File: src/shared/dcc_pkg.sv
package dcc_pkg;
   // Register addresses of the control bank
   localparam logic [15:0] DCC_A_RUN_CMD = 16'h2000;
   localparam logic [15:0] DCC_A_FREQ_REF = 16'h2001;
   localparam logic [15:0] DCC_A_PROC_SET = 16'h2002;
   localparam logic [15:0] DCC_A_PROC_FB = 16'h2003;
   localparam logic [15:0] DCC_A_TORQ_REF = 16'h2004;
   localparam logic [15:0] DCC_A_FWD_LIM = 16'h2005;
   localparam logic [15:0] DCC_A_REV_LIM = 16'h2006;
   localparam logic [15:0] DCC_A_MOT_TLIM = 16'h2007;
   localparam logic [15:0] DCC_A_BRK_TLIM = 16'h2008;
   localparam logic [15:0] DCC_A_SPECIAL = 16'h2009;
   localparam logic [15:0] DCC_A_VIN = 16'h200A;
   localparam logic [15:0] DCC_A_VOUT = 16'h200B;
   localparam logic [15:0] DCC_A_VOLT_REF = 16'h200C;
   localparam logic [15:0] DCC_A_AO1 = 16'h200D;
   localparam logic [15:0] DCC_A_AO2 = 16'h200E;
   localparam logic [15:0] DCC_A_STATE1 = 16'h2100;
   localparam logic [15:0] DCC_A_STATE2 = 16'h2101;
   // Parameter space layout
   localparam logic [7:0] DCC_FACTORY_GROUP = 8'h63;
   localparam int DCC_ALIAS_BIT = 15;
   // Value limits
   localparam logic [15:0] DCC_PCT_MAX = 16'h03E8;
   localparam logic signed [15:0] DCC_TORQ_MAX = 16'sh0BB8;
   localparam logic signed [15:0] DCC_TORQ_MIN = -16'sh0BB8;
   localparam logic signed [15:0] DCC_AO_MAX = 16'sh03E8;
   localparam logic signed [15:0] DCC_AO_MIN = -16'sh03E8;
   localparam logic [15:0] DCC_VIN_MASK = 16'h03FF;
   localparam logic [15:0] DCC_VOUT_MASK = 16'h000F;
   localparam logic [15:0] DCC_SPECIAL_MASK = 16'h003F;
   // Run command codes
   localparam logic [15:0] DCC_CMD_FWD = 16'h0001;
   localparam logic [15:0] DCC_CMD_REV = 16'h0002;
   localparam logic [15:0] DCC_CMD_JOG_F = 16'h0003;
   localparam logic [15:0] DCC_CMD_JOG_R = 16'h0004;
   localparam logic [15:0] DCC_CMD_STOP = 16'h0005;
   localparam logic [15:0] DCC_CMD_COAST = 16'h0006;
   localparam logic [15:0] DCC_CMD_FRESET = 16'h0007;
   localparam logic [15:0] DCC_CMD_JOG_STOP = 16'h0008;
   // Primary state codes
   localparam logic [15:0] DCC_ST_FWD = 16'h0001;
   localparam logic [15:0] DCC_ST_REV = 16'h0002;
   localparam logic [15:0] DCC_ST_STOP = 16'h0003;
   localparam logic [15:0] DCC_ST_FAULT = 16'h0004;
   localparam logic [15:0] DCC_ST_POWER_OFF_STATE = 16'h0005;
   localparam logic [15:0] DCC_ST_PREEXC = 16'h0006;
   // Special control word bit positions
   localparam int DCC_SP_TORQ_DIS = 2;
   localparam int DCC_SP_ENERGY_CLR = 3;
   localparam int DCC_SP_PREEXC = 4;
   localparam int DCC_SP_DC_BRAKE = 5;

   // Access request from the protocol engine
   typedef struct packed {
      logic valid;
      logic write;
      logic [15:0] addr;
      logic [15:0] wdata;
   } dcc_req_s;

   // Answer to the protocol engine
   typedef struct packed {
      logic done;
      logic error;
      logic [15:0] rdata;
   } dcc_rsp_s;

   // Parameter store request
   typedef struct packed {
      logic valid;
      logic write;
      logic commit_nv;
      logic [14:0] addr;
      logic [15:0] wdata;
   } dcc_par_s;

   // Decoded control outputs
   typedef struct packed {
      logic run_fwd;
      logic run_rev;
      logic jog;
      logic stop_req;
      logic coast_req;
      logic fault_reset;
      logic [1:0] motor_sel;
      logic torq_ctrl_dis;
      logic energy_clear;
      logic preexc_req;
      logic dc_brake_req;
   } dcc_ctl_s;
endpackage

File: src/rtl/dcc_regs.sv
`timescale 1ns/1ps
// Summary of operation
// - Factory parameter group refuses read and write
// - Reject run-locked writes while running; never-modifiable
// - Top-bit address writes RAM only, no commit
// - Reads of top-bit alias addresses are invalid
// - Run command decodes eight command codes
// - Frequency limits accept zero to maximum frequency
// - Process setpoint and feedback accept 0..1000
// - Torque reference accepts -3000..+3000
// - Torque limits accept 0..3000
// - Special word bits 1..0 pick motor
// - Special bits: torque disable, energy clear, etc
// - Virtual inputs hold ten bits
// - Virtual outputs hold four bits
// - Voltage reference accepts 0..1000
// - Analog outputs accept -1000..+1000
// - State word one reports six codes
// - State word two: ready, active motor
module dcc_regs
   import dcc_pkg::*;
#(
   parameter logic [15:0] FMAX = 16'h9C40 // Max frequency, 0.01 Hz units
) (
   // Clock and reset
   input wire logic clock,
   input wire logic rst,
   // Access from the protocol engine
   input wire dcc_req_s req,
   output dcc_rsp_s rsp,
   // Parameter store and its lock flags
   output dcc_par_s par,
   input wire logic [15:0] par_rdata,
   input wire logic par_run_locked,
   input wire logic par_read_only,
   // Drive status inputs
   input wire logic drv_running,
   input wire logic drv_reverse,
   input wire logic drv_fault,
   input wire logic drv_power_off,
   input wire logic drv_preexcited,
   input wire logic drv_ready,
   // Control outputs
   output dcc_ctl_s ctl,
   output logic [15:0] freq_ref,
   output logic [15:0] proc_set,
   output logic [15:0] proc_fb,
   output logic [15:0] torq_ref,
   output logic [15:0] fwd_lim,
   output logic [15:0] rev_lim,
   output logic [15:0] mot_tlim,
   output logic [15:0] brk_tlim,
   output logic [9:0] vin,
   output logic [3:0] vout,
   output logic [15:0] volt_ref,
   output logic [15:0] ao_one,
   output logic [15:0] ao_two
);

   ////////////////////////////////////////////////////////////////////////
   // Address classification
   logic in_ctl_bank; // Control or state bank
   logic alias_addr; // RAM-only alias
   logic factory_addr; // Factory group
   logic [15:0] wsg; // Write data as signed
   logic range_ok; // Write value in range
   logic cmd_ok; // Defined run code
   logic [15:0] run_cmd_r; // Last accepted run command
   logic [5:0] special_r; // Special control bits

   assign alias_addr = req.addr[DCC_ALIAS_BIT];
   assign in_ctl_bank = (req.addr[15:8] == DCC_A_RUN_CMD[15:8]) ||
                        (req.addr[15:8] == DCC_A_STATE1[15:8]);
   // Group byte ignores the alias bit so aliases stay locked too
   assign factory_addr = ({1'b0, req.addr[14:8]} == DCC_FACTORY_GROUP);
   assign wsg = req.wdata;
   assign cmd_ok = (req.wdata >= DCC_CMD_FWD) &&
                   (req.wdata <= DCC_CMD_JOG_STOP);

   ////////////////////////////////////////////////////////////////////////
   // Range check of a control-bank write; out of range is refused
   always_comb begin
      unique case (req.addr)
         DCC_A_RUN_CMD: range_ok = cmd_ok;
         DCC_A_FREQ_REF: range_ok = (req.wdata <= FMAX);
         DCC_A_FWD_LIM, DCC_A_REV_LIM: range_ok = (req.wdata <= FMAX);
         DCC_A_PROC_SET, DCC_A_PROC_FB: range_ok = (req.wdata <= DCC_PCT_MAX);
         DCC_A_TORQ_REF: range_ok = ($signed(wsg) >= DCC_TORQ_MIN) &&
                                    ($signed(wsg) <= DCC_TORQ_MAX);
         DCC_A_MOT_TLIM, DCC_A_BRK_TLIM:
            range_ok = (req.wdata <= DCC_TORQ_MAX);
         DCC_A_SPECIAL: range_ok = ((req.wdata & ~DCC_SPECIAL_MASK) == 16'h0000);
         DCC_A_VIN: range_ok = ((req.wdata & ~DCC_VIN_MASK) == 16'h0000);
         DCC_A_VOUT: range_ok = ((req.wdata & ~DCC_VOUT_MASK) == 16'h0000);
         DCC_A_VOLT_REF: range_ok = (req.wdata <= DCC_PCT_MAX);
         DCC_A_AO1, DCC_A_AO2: range_ok = ($signed(wsg) >= DCC_AO_MIN) &&
                                          ($signed(wsg) <= DCC_AO_MAX);
         default: range_ok = 1'b0; // State words and holes refuse writes
      endcase
   end

   ////////////////////////////////////////////////////////////////////////
   // Control bank write; only accepted values are stored
   logic ctl_wr; // Accepted control write
   assign ctl_wr = req.valid && req.write && in_ctl_bank && range_ok;

   always_ff @(posedge clock) begin
      if (rst) begin
         freq_ref <= 16'h0000;
         proc_set <= 16'h0000;
         proc_fb <= 16'h0000;
         torq_ref <= 16'h0000;
         fwd_lim <= 16'h0000;
         rev_lim <= 16'h0000;
         mot_tlim <= 16'h0000;
         brk_tlim <= 16'h0000;
         vin <= 10'h000;
         vout <= 4'h0;
         volt_ref <= 16'h0000;
         ao_one <= 16'h0000;
         ao_two <= 16'h0000;
         special_r <= 6'h00;
         run_cmd_r <= 16'h0000;
      end else if (ctl_wr) begin
         unique case (req.addr)
            DCC_A_RUN_CMD: run_cmd_r <= req.wdata;
            DCC_A_FREQ_REF: freq_ref <= req.wdata;
            DCC_A_PROC_SET: proc_set <= req.wdata;
            DCC_A_PROC_FB: proc_fb <= req.wdata;
            DCC_A_TORQ_REF: torq_ref <= req.wdata;
            DCC_A_FWD_LIM: fwd_lim <= req.wdata;
            DCC_A_REV_LIM: rev_lim <= req.wdata;
            DCC_A_MOT_TLIM: mot_tlim <= req.wdata;
            DCC_A_BRK_TLIM: brk_tlim <= req.wdata;
            DCC_A_SPECIAL: special_r <= req.wdata[5:0];
            DCC_A_VIN: vin <= req.wdata[9:0];
            DCC_A_VOUT: vout <= req.wdata[3:0];
            DCC_A_VOLT_REF: volt_ref <= req.wdata;
            DCC_A_AO1: ao_one <= req.wdata;
            DCC_A_AO2: ao_two <= req.wdata;
            default: ;
         endcase
      end
   end

   ////////////////////////////////////////////////////////////////////////
   // Run command decode to one-cycle control pulses and held levels
   always_ff @(posedge clock) begin
      if (rst) begin
         ctl.run_fwd <= 1'b0;
         ctl.run_rev <= 1'b0;
         ctl.jog <= 1'b0;
         ctl.stop_req <= 1'b0;
         ctl.coast_req <= 1'b0;
         ctl.fault_reset <= 1'b0;
         ctl.motor_sel <= 2'b00;
         ctl.torq_ctrl_dis <= 1'b0;
         ctl.energy_clear <= 1'b0;
         ctl.preexc_req <= 1'b0;
         ctl.dc_brake_req <= 1'b0;
      end else begin
         // Stop and reset requests are pulses; run levels persist
         ctl.stop_req <= 1'b0;
         ctl.coast_req <= 1'b0;
         ctl.fault_reset <= 1'b0;
         // Undefined codes never reach here: range_ok refused them
         if (ctl_wr && req.addr == DCC_A_RUN_CMD) begin
            unique case (req.wdata)
               DCC_CMD_FWD: begin
                  ctl.run_fwd <= 1'b1;
                  ctl.run_rev <= 1'b0;
                  ctl.jog <= 1'b0;
               end
               DCC_CMD_REV: begin
                  ctl.run_fwd <= 1'b0;
                  ctl.run_rev <= 1'b1;
                  ctl.jog <= 1'b0;
               end
               DCC_CMD_JOG_F: begin
                  ctl.run_fwd <= 1'b1;
                  ctl.run_rev <= 1'b0;
                  ctl.jog <= 1'b1;
               end
               DCC_CMD_JOG_R: begin
                  ctl.run_fwd <= 1'b0;
                  ctl.run_rev <= 1'b1;
                  ctl.jog <= 1'b1;
               end
               DCC_CMD_STOP: begin
                  ctl.run_fwd <= 1'b0;
                  ctl.run_rev <= 1'b0;
                  ctl.jog <= 1'b0;
                  ctl.stop_req <= 1'b1;
               end
               DCC_CMD_COAST: begin
                  ctl.run_fwd <= 1'b0;
                  ctl.run_rev <= 1'b0;
                  ctl.jog <= 1'b0;
                  ctl.coast_req <= 1'b1;
               end
               DCC_CMD_FRESET: ctl.fault_reset <= 1'b1;
               DCC_CMD_JOG_STOP: begin
                  // Jog stop only ends a jog, not a normal run
                  if (ctl.jog) begin
                     ctl.run_fwd <= 1'b0;
                     ctl.run_rev <= 1'b0;
                     ctl.jog <= 1'b0;
                     ctl.stop_req <= 1'b1;
                  end
               end
               default: ;
            endcase
         end
         // Special word fields live here too, so ctl has a single writer
         ctl.motor_sel <= special_r[1:0];
         ctl.torq_ctrl_dis <= special_r[DCC_SP_TORQ_DIS];
         ctl.energy_clear <= special_r[DCC_SP_ENERGY_CLR];
         ctl.preexc_req <= special_r[DCC_SP_PREEXC];
         ctl.dc_brake_req <= special_r[DCC_SP_DC_BRAKE];
      end
   end

   ////////////////////////////////////////////////////////////////////////
   // State words, priority fault over power-off over run states
   logic [15:0] state1; // Primary state code
   logic [15:0] state2; // Secondary state word
   always_comb begin
      if (drv_fault) state1 = DCC_ST_FAULT;
      else if (drv_power_off) state1 = DCC_ST_POWER_OFF_STATE;
      else if (drv_running && drv_reverse) state1 = DCC_ST_REV;
      else if (drv_running) state1 = DCC_ST_FWD;
      else if (drv_preexcited) state1 = DCC_ST_PREEXC;
      else state1 = DCC_ST_STOP;
   end
   assign state2 = {13'h0000, special_r[1:0], drv_ready};

   ////////////////////////////////////////////////////////////////////////
   // Read mux for the control bank
   logic [15:0] ctl_rdata; // Control-bank read value
   logic ctl_rd_ok; // Address is mapped
   always_comb begin
      ctl_rd_ok = 1'b1;
      unique case (req.addr)
         DCC_A_RUN_CMD: ctl_rdata = run_cmd_r;
         DCC_A_FREQ_REF: ctl_rdata = freq_ref;
         DCC_A_PROC_SET: ctl_rdata = proc_set;
         DCC_A_PROC_FB: ctl_rdata = proc_fb;
         DCC_A_TORQ_REF: ctl_rdata = torq_ref;
         DCC_A_FWD_LIM: ctl_rdata = fwd_lim;
         DCC_A_REV_LIM: ctl_rdata = rev_lim;
         DCC_A_MOT_TLIM: ctl_rdata = mot_tlim;
         DCC_A_BRK_TLIM: ctl_rdata = brk_tlim;
         DCC_A_SPECIAL: ctl_rdata = {10'h000, special_r};
         DCC_A_VIN: ctl_rdata = {6'h00, vin};
         DCC_A_VOUT: ctl_rdata = {12'h000, vout};
         DCC_A_VOLT_REF: ctl_rdata = volt_ref;
         DCC_A_AO1: ctl_rdata = ao_one;
         DCC_A_AO2: ctl_rdata = ao_two;
         DCC_A_STATE1: ctl_rdata = state1;
         DCC_A_STATE2: ctl_rdata = state2;
         default: begin
            ctl_rdata = 16'h0000;
            ctl_rd_ok = 1'b0;
         end
      endcase
   end

   ////////////////////////////////////////////////////////////////////////
   // Parameter access gating; store answers in the next cycle
   logic par_refuse; // Parameter access refused
   logic par_pend_r; // Waiting for store read data
   always_comb begin
      par_refuse = factory_addr;
      if (!req.write && alias_addr) par_refuse = 1'b1;
      if (req.write && par_read_only) par_refuse = 1'b1;
      if (req.write && par_run_locked && drv_running)
         par_refuse = 1'b1;
   end

   always_ff @(posedge clock) begin
      if (rst) begin
         par <= '0;
         par_pend_r <= 1'b0;
      end else begin
         par.valid <= req.valid && !in_ctl_bank && !par_refuse;
         par.write <= req.write;
         par.commit_nv <= req.write && !alias_addr;
         par.addr <= req.addr[14:0];
         par.wdata <= req.wdata;
         par_pend_r <= req.valid && !in_ctl_bank && !par_refuse && !req.write;
      end
   end

   ////////////////////////////////////////////////////////////////////////
   // Answer: control bank one cycle after request, parameter reads two
   always_ff @(posedge clock) begin
      if (rst) begin
         rsp <= '0;
      end else begin
         rsp.done <= 1'b0;
         rsp.error <= 1'b0;
         if (par_pend_r) begin
            rsp.done <= 1'b1;
            rsp.rdata <= par_rdata;
         end else if (req.valid) begin
            if (in_ctl_bank) begin
               rsp.done <= 1'b1;
               rsp.error <= req.write ? !range_ok : !ctl_rd_ok;
               rsp.rdata <= req.write ? 16'h0000 : ctl_rdata;
            end else if (par_refuse || req.write) begin
               rsp.done <= 1'b1;
               rsp.error <= par_refuse;
               rsp.rdata <= 16'h0000;
            end
         end
      end
   end

endmodule // dcc_regs

File: config.mk
export PLATFORM = sky130hd
export DESIGN_NAME = dcc_regs
export DESIGN_NICKNAME = d
export VERILOG_FILES = /design/src/shared/dcc_pkg.sv /design/src/rtl/dcc_regs.sv
export SDC_FILE = /design/constraint.sdc
export NUM_CORES = 1
export LEC_CHECK = 0
export BUFFER_PORTS_ARGS = -buffer_cell sky130_fd_sc_hd__buf_2
export CORE_AREA = 4 4 158 160
export DETAILED_ROUTE_END_ITERATION = 7
export DIE_AREA = 0 0 162 164
export PLACE_DENSITY = 0.81
export SYNTH_ARGS = -nofsm -noshare
export SYNTH_HDL_FRONTEND = slang
export SYNTH_SLANG_ARGS = --single-unit
File: constraint.sdc
create_clock -name clock -period 3.6 [get_ports clock]
set_clock_uncertainty 0.1 [all_clocks]
set_input_delay 0.18 -clock clock [delete_from_list [all_inputs] [get_ports clock]]
set_output_delay 0.18 -clock clock [all_outputs]
set_load 0.005 [all_outputs]
==> results.py, run 1 <==
metrics = {
    "synth": {
        "ys_ff_latch": 277,
        "synth_area_per_cell_um2": 10.1,
        "yosysUniqueCellTypes": 69,
        "synth_area_um2": 12400,
        "synth_ff_type": "dfxtp_1",
        "synth_edf_count": 0,
        "synthCells": 1229,
        "synthArstFlopShare_pct": 0,
        "ys_seq_area_share_pct": 44.8,
        "netlist.top_cell.by_area": "dfxtp_1",
        "yosysWarnings": 0,
        "syn_nets": 1289,
        "yosysTopAreaCellShare_pct": 44.8,
        "netlist_top_cells_area": "dfxtp_1, mux2i_1, nand2b_1",
    },
    "grt": {
        "grt_max_degree": 142,
        "antenna_found_initial": 1,
        "grt_busiest_layer": "met2",
        "met2_usage_pct": 56.4,
        "grt_use_total_pct": 34.2,
        "grt_pass1_wl_mm": 70.4,
        "gr-total-overflow": 0,
        "grt_pass1_vias": 11500,
        "met3_usage_pct": 8.38,
        "grt_use_met1_pct": 44.2,
    },
    "finish": {
        "fin_area_um2": 15900,
        "diodes": 0,
        "nets": 1629,
        "fin_util_pct": 67.8,
        "final_cells": 1904,
        "area_growth_pct": 28.1,
        "drive_above_1_share_pct": 28.7,
        "nFillCells": 1892,
    },
    "critical_path": {
        "arrival_ns": 3.77,
        "slowest_delay_ns": 0.58,
        "regToRegEndpoint": "rsp[2]",
        "rr_worst_depth": 3,
        "critPathKind": "in -> reg",
        "cp-end-kind": "flip-flop",
        "r2r-start": "par_pend_r",
        "crit_family": "buffers and inverters",
        "critPathMostFrequentCell": "buf_4",
        "cp_slowest_cell": "or4b_4",
        "r2r_slack_ns": 1.31,
        "start_kind": "primary input",
        "crit_required_ns": 3.99,
        "crit_path_max_fanout": 36,
        "crit_buf_inv": 7,
        "crit_chain": "dlygate4sd3_1 > buf_2 > or4b_4 > nor4b_4 > buf_4 > buf_4 > buf_4 > o21ai_0 > o31ai_1 > nor4_1 > buf_4 > nor4_1 > dlygate4sd3_1",
    },
    "pwr": {
        "p_sw_share_pct": 22.7,
        "p_int_mw": 4.99,
        "power_frac_clock_pct": 46.0,
        "p_per_area_nw_per_um2": 407,
        "vdd_ir_drop_max_mv": 0.357,
        "p_seq_share_pct": 48.0,
        "leakage_nw": 7.88,
        "p_total_mw": 6.45,
        "switching_power_mw": 1.46,
        "combPwrFrac_pct": 6.0,
    },
    "die": {
        "dieArea_um2": 26600,
        "core_area_um2": 23400,
        "die_width_um": 162,
        "die_h_um": 164,
        "io_pins": 314,
        "rows": 56,
        "start_util_pct": 52.9,
    },
    "placement": {
        "dp.final_hpwl_mm": 33.7,
        "place_ws_ns": 0.182,
        "postPlaceCellArea_um2": 14500,
        "numPlacedInstances": 1816,
        "place.port_buffers": 313,
        "gp_congestion": 0.981,
    },
    "clock_network": {
        "cts_root_buf": "clkbuf_16",
        "cts-htree-levels": 1,
        "cts_buffer_depth": 3,
        "cts_inserted_buffers": 28,
        "insertion_delay_ns": 0.57,
        "clock-sinks": 277,
        "cts_resized": 0,
        "clkSlewWorstSetupHoldPaths_ns": 0.06,
        "cts_tree": "built",
    },
    "sta": {
        "fin_crit_ns": 3.37,
        "timing.final.crit_share_pct": 93.7,
        "finalMaxSlewViolations": 0,
        "fmax_mhz": 296,
        "hold_violations": 0,
        "max_slew_margin_pct": 3.25,
        "finalWorstSetupSlack_ns": 0.226,
        "rsz0062_at_grt": "no",
        "whs_ns": 0.0221,
        "tightest_slew_ns": 1.45,
        "finalSetupViolations": 0,
        "setup_tns_ns": 0,
    },
    "worst_hold_path": {
        "worstHoldStart": "req[15]",
        "hp-class": "in -> reg",
        "min_to": "par[15]",
        "min_delay_path_depth": 3,
    },
    "routing": {
        "vias": 11700,
        "via_per_inst": 6.15,
        "drtIter0Drc": 1428,
        "route.detailed.drc": 0,
        "wl_per_cell_um": 25.0,
        "wl_mm": 47.7,
        "dr.pass1.iters": 8,
        "ant_nets": 0,
    },
    "flow_run": {
        "drv_cap": 0,
    },
    "run_status": {
        "status": "completed",
    },
}
==> power groups by stage <==
stage	clock [mW]	sequential, mW	combinational [mW]
6_report	2.97	3.10	0.387
3_5_place_dp	0	3.16	0.341
4_1_cts	2.97	3.10	0.376
3_3_place_gp	0	3.16	0.339
2_1_floorplan	0	3.17	0.190
5_1_grt	3.11	3.10	0.410
==> worst min-delay path: stages <==
cell      delay [ns]
buf_2           0.12
nand2b_1        0.23
inv_1           0.11
==> synth_stat cells, types with 5 or more instances <==
cell type and count:
mux2i_1 178, and4_1 20, inv_1 22, nor3_2 7, a21oi_1 15, or3_1 5
a222oi_1 15, nor4_1 11, nor3_1 17, a221o_1 6, nand2_1 23, a22oi_1 33
and3b_1 38, o22ai_1 9, buf_2 20, nor2_1 28, nand3_1 23, a22o_1 14
clkbuf_1 78, o21ai_0 7, a2111oi_0 6, and3_1 20, o311ai_2 8, mux2_2 6
nor2b_1 29, o31ai_1 8, dfxtp_1 277, nand2b_1 192, nand4_1 32
==> how the worst max path moves through the flow <==
stage,start,end,cells after the start,slack (ns)
3_3_place_gp,req[3],ao_two[11],8,0.28
6_report,req[27],ctl[6],13,0.23
3_5_place_dp,req[3],ao_two[8],8,0.18
5_1_grt,req[27],ctl[6],13,0.12
4_1_cts,req[27],ctl[6],12,0.1
2_1_floorplan,req[27],brk_tlim[6],9,1.06
==> logic make-up (layout without fill, tap and decap cells) <==
group / after synthesis / after routing / share of synthesized area [%]
and+or+nand+nor: 468 / 468 / 24.1
DFF: 277 / 277 / 44.8
muxes: 186 / 186 / 15.3
AOI/OAI and AO/OA: 171 / 171 / 11.5
buffers and inverters: 126 / 482 / 4.20
xor gates and xnor gates: 1 / 1 / 0.0708
==> layer usage <==
metal	share of wire (%)	routed length, um
met1	39	18700
met2	46	21900
met3	11	5280
met4	3.8	1790
met5	0.027	13
==> flip-flops by register name (all words and copies together) (netlist names), 6 cells and up <==
name / count
par: 34
rsp: 18
ao_one: 16
ao_two: 16
brk_tlim: 16
freq_ref: 16
fwd_lim: 16
mot_tlim: 16
proc_fb: 16
proc_set: 16
rev_lim: 16
run_cmd_r: 16
torq_ref: 16
volt_ref: 16
ctl: 12
vin: 10
special_r: 6
==> cells in the final DEF (no fill, tap or decap), drive strengths merged, types with 22 or more instances in the layout <==
cell | Yosys | layout
nor2b | 29 | 29
buf | 26 | 374
nor3 | 24 | 24
inv | 22 | 22
dfxtp | 277 | 277
nand4 | 32 | 32
nand3 | 23 | 23
nand2 | 23 | 23
nand2b | 192 | 192
dlygate4sd3 | 0 | 40
clkbuf | 78 | 41
and3b | 38 | 38
mux2i | 178 | 178
a22oi | 33 | 33
nor2 | 28 | 28
==> what timing repair did <==
| action | 4_1_cts | 5_1_grt |
|---|---|---|
| buffers inserted | 0 | 2 |
| hold buffers | 40 | 0 |
| endpoints found under the hold margin | 42 | 0 |
| setup endpoints to repair | 0 | 1 |
==> area by class of cell <==
type	instances	area (um2)	area share, %
sequential	277	5550	35.0
clock buffer	41	800	5.04
inverter	22	82.6	0.521
clock inverter	5	125	0.789
tap	319	399	2.52
timing repair buffer	414	2440	15.4
multi-input combinational	826	6460	40.7
(Power assumes the default switching activity.)
==> inputs of run 2 (changes only) <==
==> constraint.sdc (replaced) <==
create_clock -name clock -period 3.6 [get_ports clock]
set_clock_uncertainty 0.1 [all_clocks]
set_input_delay 0.72 -clock clock [delete_from_list [all_inputs] [get_ports clock]]
set_output_delay 0.72 -clock clock [all_outputs]
set_load 0.005 [all_outputs]
==> results.py, run 2 (synthesis gave the netlist of run 1 again) <==
metrics = {
    "finish": {
        "layout_commonest_cell": "buf_2",
        "mostFrequentLayoutCells": "buf_2, dfxtp_1, nand2b_1",
        "drive_above_1_share_pct": 30.1,
        "multi_input_area_um2": 6460,
        "nets": 1602,
        "final_cells": 1881,
        "fin_area_um2": 15600,
        "nFillCells": 1848,
        "regMostFlops": "par",
        "largestRegisters": "par (34), rsp (18)",
        "area_growth_pct": 26.0,
        "largest_register_ffs": 34,
        "diodes": 0,
        "ff_latch_area_um2": 5550,
    },
    "pwr": {
        "p_total_mw": 6.48,
        "vdd_ir_drop_max_mv": 0.300,
        "leakage_nw": 7.78,
        "p_per_area_nw_per_um2": 415,
    },
    "critical_path": {
        "cp-end-kind": "flip-flop",
        "crit_path_max_fanout": 16,
        "rr_worst_depth": 3,
        "arrival_ns": 3.49,
        "slowest_delay_ns": 1.21,
        "crit_family": "compound AO/OA/AOI/OAI gates",
        "cp_slowest_cell": "o311ai_4",
        "start_kind": "primary input",
        "crit_required_ns": 3.88,
        "crit_buf_inv": 2,
        "critPathKind": "in -> reg",
        "regToRegEndpoint": "rsp[0]",
        "r2r-start": "par_pend_r",
        "crit_chain": "buf_2 > o31ai_1 > a21boi_0 > o2111a_1 > o21bai_2 > buf_12 > o311ai_4 > mux2i_1",
        "r2r_slack_ns": 1.31,
    },
    "placement": {
        "numPlacedInstances": 1830,
        "place.port_buffers": 313,
        "gp_congestion": 0.960,
        "dp.final_hpwl_mm": 34.0,
        "postPlaceCellArea_um2": 14700,
    },
    "clock_network": {
        "cts_resized": 0,
        "clkSlewWorstSetupHoldPaths_ns": 0.06,
        "cts_inserted_buffers": 29,
        "postCtsHoldBufs": 0,
        "cts_root_buf": "clkbuf_16",
        "insertion_delay_ns": 0.56,
        "cts_buffer_depth": 3,
        "clock-sinks": 277,
        "cts-htree-levels": 1,
        "cts_tree": "built",
        "post-cts-setup-buffer-count": 0,
    },
    "routing": {
        "wl_mm": 46.8,
        "drtIter0Drc": 1412,
        "route.detailed.drc": 0,
        "via_per_inst": 6.11,
        "vias": 11500,
        "dr.pass1.iters": 8,
        "wl_per_cell_um": 24.9,
        "ant_nets": 0,
    },
    "worst_hold_path": {
        "hp-class": "in -> reg",
        "min_to": "par[31]",
        "min_delay_path_depth": 2,
        "worstHoldStart": "req[31]",
    },
    "sta": {
        "fin_crit_ns": 3.21,
        "fmax_mhz": 312,
        "rsz0062_at_grt": "no",
        "hold_violations": 0,
        "whs_ns": 0.285,
        "timing.final.crit_share_pct": 89.1,
        "finalSetupViolations": 0,
        "setup_tns_ns": 0,
        "finalMaxSlewViolations": 0,
        "tightest_slew_ns": 1.49,
        "max_slew_margin_pct": 0.613,
    },
    "die": {
        "die_width_um": 162,
        "core_area_um2": 23400,
        "rows": 56,
        "die_h_um": 164,
        "start_util_pct": 52.9,
        "io_pins": 314,
        "dieArea_um2": 26600,
    },
    "grt": {
        "grt_pass1_vias": 11100,
        "grt_max_degree": 98,
        "antenna_found_initial": 0,
        "grt_use_total_pct": 33.5,
        "grt_pass1_wl_mm": 69.0,
        "gr-total-overflow": 0,
    },
    "flow_run": {
        "drv_cap": 1,
    },
    "run_status": {
        "status": "complete, but fails checks",
        "violations": "capacitance limit",
    },
}
run 2: layout make-up:
| class | instances | area share, % |
|---|---|---|
| Tap cell | 319 | 2.56 |
| Timing Repair Buffer | 386 | 13.9 |
| Clock buffer | 42 | 5.16 |
| Multi-Input combinational cell | 826 | 41.4 |
| Inverter | 22 | 0.529 |
| Clock inverter | 9 | 0.914 |
| Sequential cell | 277 | 35.5 |
run 2: how the worst max path moves through the flow:
stage | start | to | depth (start not counted)
2_1_floorplan | req[27] | brk_tlim[6] | 9
3_3_place_gp | req[4] | fwd_lim[8] | 8
3_5_place_dp | req[4] | fwd_lim[15] | 8
4_1_cts | req[4] | fwd_lim[1] | 8
5_1_grt | req[4] | fwd_lim[1] | 8
6_report | req[4] | fwd_lim[1] | 8
run 2: layer usage:
metal / GRT usage, % / wire length [um] / share of wire, %
met1: 44.4 / 18600 / 40
met4: 11.6 / 1680 / 3.6
met2: 54.5 / 21500 / 46
met3: 7.48 / 5010 / 11
met5: 0 / 0 / 0
run 2: metrics by stage:
stage,setup slack (ns),util [%]
3_3_place_gp,0.0137,62.6
2_1_floorplan,0.522,-
6_report,0.393,66.7
5_1_grt,0.394,66.7
4_1_cts,0.499,66.7
3_5_place_dp,-0.0562,62.6
run 2: power by group:
| part | switching [mW] | internal, mW | total (mW) |
|---|---|---|---|
| sequential | 0.00716 | 3.09 | 3.10 |
| clock | 1.25 | 1.77 | 3.02 |
| combinational | 0.225 | 0.135 | 0.360 |
| total | 1.48 | 4.99 | 6.48 |
==> inputs of run 3 (changes only) <==
Settings changed: CELL_PAD_IN_SITES_DETAIL_PLACEMENT from default to 1, CELL_PAD_IN_SITES_GLOBAL_PLACEMENT from default to 2, CORE_AREA 4 4 158 160 to 4 4 199 201, DIE_AREA 0 0 162 164 to 0 0 203 205, PLACE_DENSITY 0.81 to 0.82, RECOVER_POWER from default to 100.
==> results.py, run 3 (synthesis gave the netlist of run 1 again) <==
metrics = {
    "placement": {
        "dp.final_hpwl_mm": 41.9,
        "gp_congestion": 0.899,
        "place.port_buffers": 313,
    },
    "grt": {
        "grt_use_total_pct": 25.9,
        "grt_pass1_vias": 11800,
        "grt_max_degree": 116,
        "grt_pass1_wl_mm": 81.2,
        "antenna_found_initial": 0,
        "gr-total-overflow": 0,
    },
    "critical_path": {
        "cp-end-kind": "flip-flop",
        "critPathKind": "in -> reg",
        "regToRegEndpoint": "rsp[2]",
        "crit_required_ns": 3.99,
        "r2r-start": "par_pend_r",
        "rr_worst_depth": 3,
        "r2r_slack_ns": 1.33,
        "arrival_ns": 3.54,
        "crit_path_max_fanout": 18,
        "start_kind": "primary input",
    },
    "flow_run": {
        "drv_cap": 1,
    },
    "clock_network": {
        "postCtsHoldBufs": 0,
        "cts_root_buf": "clkbuf_16",
        "cts_inserted_buffers": 31,
        "post-cts-setup-buffer-count": 0,
        "cts-htree-levels": 1,
        "clock-sinks": 277,
        "cts_buffer_depth": 3,
        "insertion_delay_ns": 0.58,
        "cts_resized": 0,
        "clkSlewWorstSetupHoldPaths_ns": 0.06,
        "cts_tree": "built",
    },
    "finish": {
        "layout_commonest_cell": "dfxtp_1",
        "nets": 1623,
        "drive_above_1_share_pct": 18.1,
        "area_growth_pct": 27.3,
        "fin_util_pct": 42.0,
        "largestRegisters": "par (34), rsp (18)",
        "mostFrequentLayoutCells": "dfxtp_1, clkbuf_1, nand2b_1",
        "regMostFlops": "par",
        "largest_register_ffs": 34,
    },
    "die": {
        "io_pins": 314,
        "rows": 71,
        "die_h_um": 205,
        "core_area_um2": 37600,
        "dieArea_um2": 41600,
        "start_util_pct": 32.9,
        "die_width_um": 203,
    },
    "run_status": {
        "violations": "DRC, capacitance limit, slew limit",
        "status": "complete, but fails checks",
    },
    "sta": {
        "rsz0062_at_grt": "no",
        "finalMaxSlewViolations": 98,
        "tightest_slew_ns": 1.94,
        "timing.final.crit_share_pct": 87.6,
        "fin_crit_ns": 3.15,
        "setup_tns_ns": 0,
        "max_slew_margin_pct": -29.0,
        "fmax_mhz": 317,
        "hold_violations": 0,
        "finalSetupViolations": 0,
    },
    "routing": {
        "met2WireLength_mm": 26.2,
        "dr.pass1.iters": 8,
        "via_per_inst": 5.45,
        "vias": 11400,
        "wl_per_cell_um": 26.8,
        "wl_mm": 56.2,
        "ant_nets": 0,
        "route.detailed.drc": 2,
        "wl_met1_mm": 24.4,
        "topRoutingLayerUsed": "met4",
        "wl_met3_mm": 4.30,
        "drtIter0Drc": 951,
    },
    "pwr": {
        "leakage_nw": 7.09,
        "p_per_area_nw_per_um2": 423,
        "vdd_ir_drop_max_mv": 0.368,
    },
    "worst_hold_path": {
        "worstHoldStart": "req[23]",
        "hp-class": "in -> reg",
        "min_delay_path_depth": 2,
        "min_to": "par[23]",
    },
}
## run 3: changes by cell type in the layout (fill, tap and decap cells not counted), moves of 6 or more
cell	delta
clkbuf_1	+198
buf_4	-9
buf_2	-186
buf_12	+8
clkinvlp_4	+6
## run 3: cell type report
| type | count | area [um2] |
|---|---|---|
| fill | 4426 | 21800 |
| multi-input combinational | 826 | 6370 |
| sequential | 277 | 5550 |
| timing repair buffer | 405 | 2100 |
| clock buffer | 39 | 846 |
| tap | 511 | 639 |
| clock inverter | 19 | 175 |
| inverter | 22 | 82.6 |
| antenna | 1 | 2.50 |
## run 3: how the worst max path moves through the flow
| stage | from | depth (start not counted) | slack, ns | end |
|---|---|---|---|---|
| after floorplan | req[27] | 9 | 0.52 | brk_tlim[6] |
| after global placement | req[17] | 8 | 0.16 | rsp[8] |
| after detailed placement | req[17] | 8 | 0.15 | rsp[8] |
| after CTS | req[17] | 8 | 0.77 | rsp[8] |
| after global routing | req[17] | 9 | 0.33 | rev_lim[4] |
| final | req[17] | 9 | 0.45 | rev_lim[8] |
## run 3: worst max-delay path, cell delays in order
cell,delay (ns)
buf_2,0.40
or2_2,0.33
nor2_1,0.20
o2111a_1,0.23
o21bai_1,0.20
buf_12,0.19
o311ai_4,0.27
clkbuf_1,0.69
mux2i_1,0.29
## run 3: power breakdown
part,switching (mW),internal (mW)
combinational,0.238,0.131
clock,1.39,1.81
sequential,0.00815,3.09
## run 3: routing by layer
metal / up-vias / track usage [%]
met5: - / 0
met4: 0 / 6.09
met3: 81 / 6.43
met2: 416 / 42.9
met1: 5782 / 34.3
li1: 5164 / -
## run 3: through the flow
step                instance area [um2]  setup WS, ns  total power, mW  cells  hold WS, ns
global placement                  15200         0.164             3.53   2041        0.361
detailed placement                15200         0.146             3.54   2041        0.369
global route                      15800         0.331             6.88   2099        0.277
finish                            15800         0.448             6.67   2100        0.293
CTS                               16200         0.765             6.74   2099        0.238
floorplan                         12400         0.522             3.36   1229        0.352
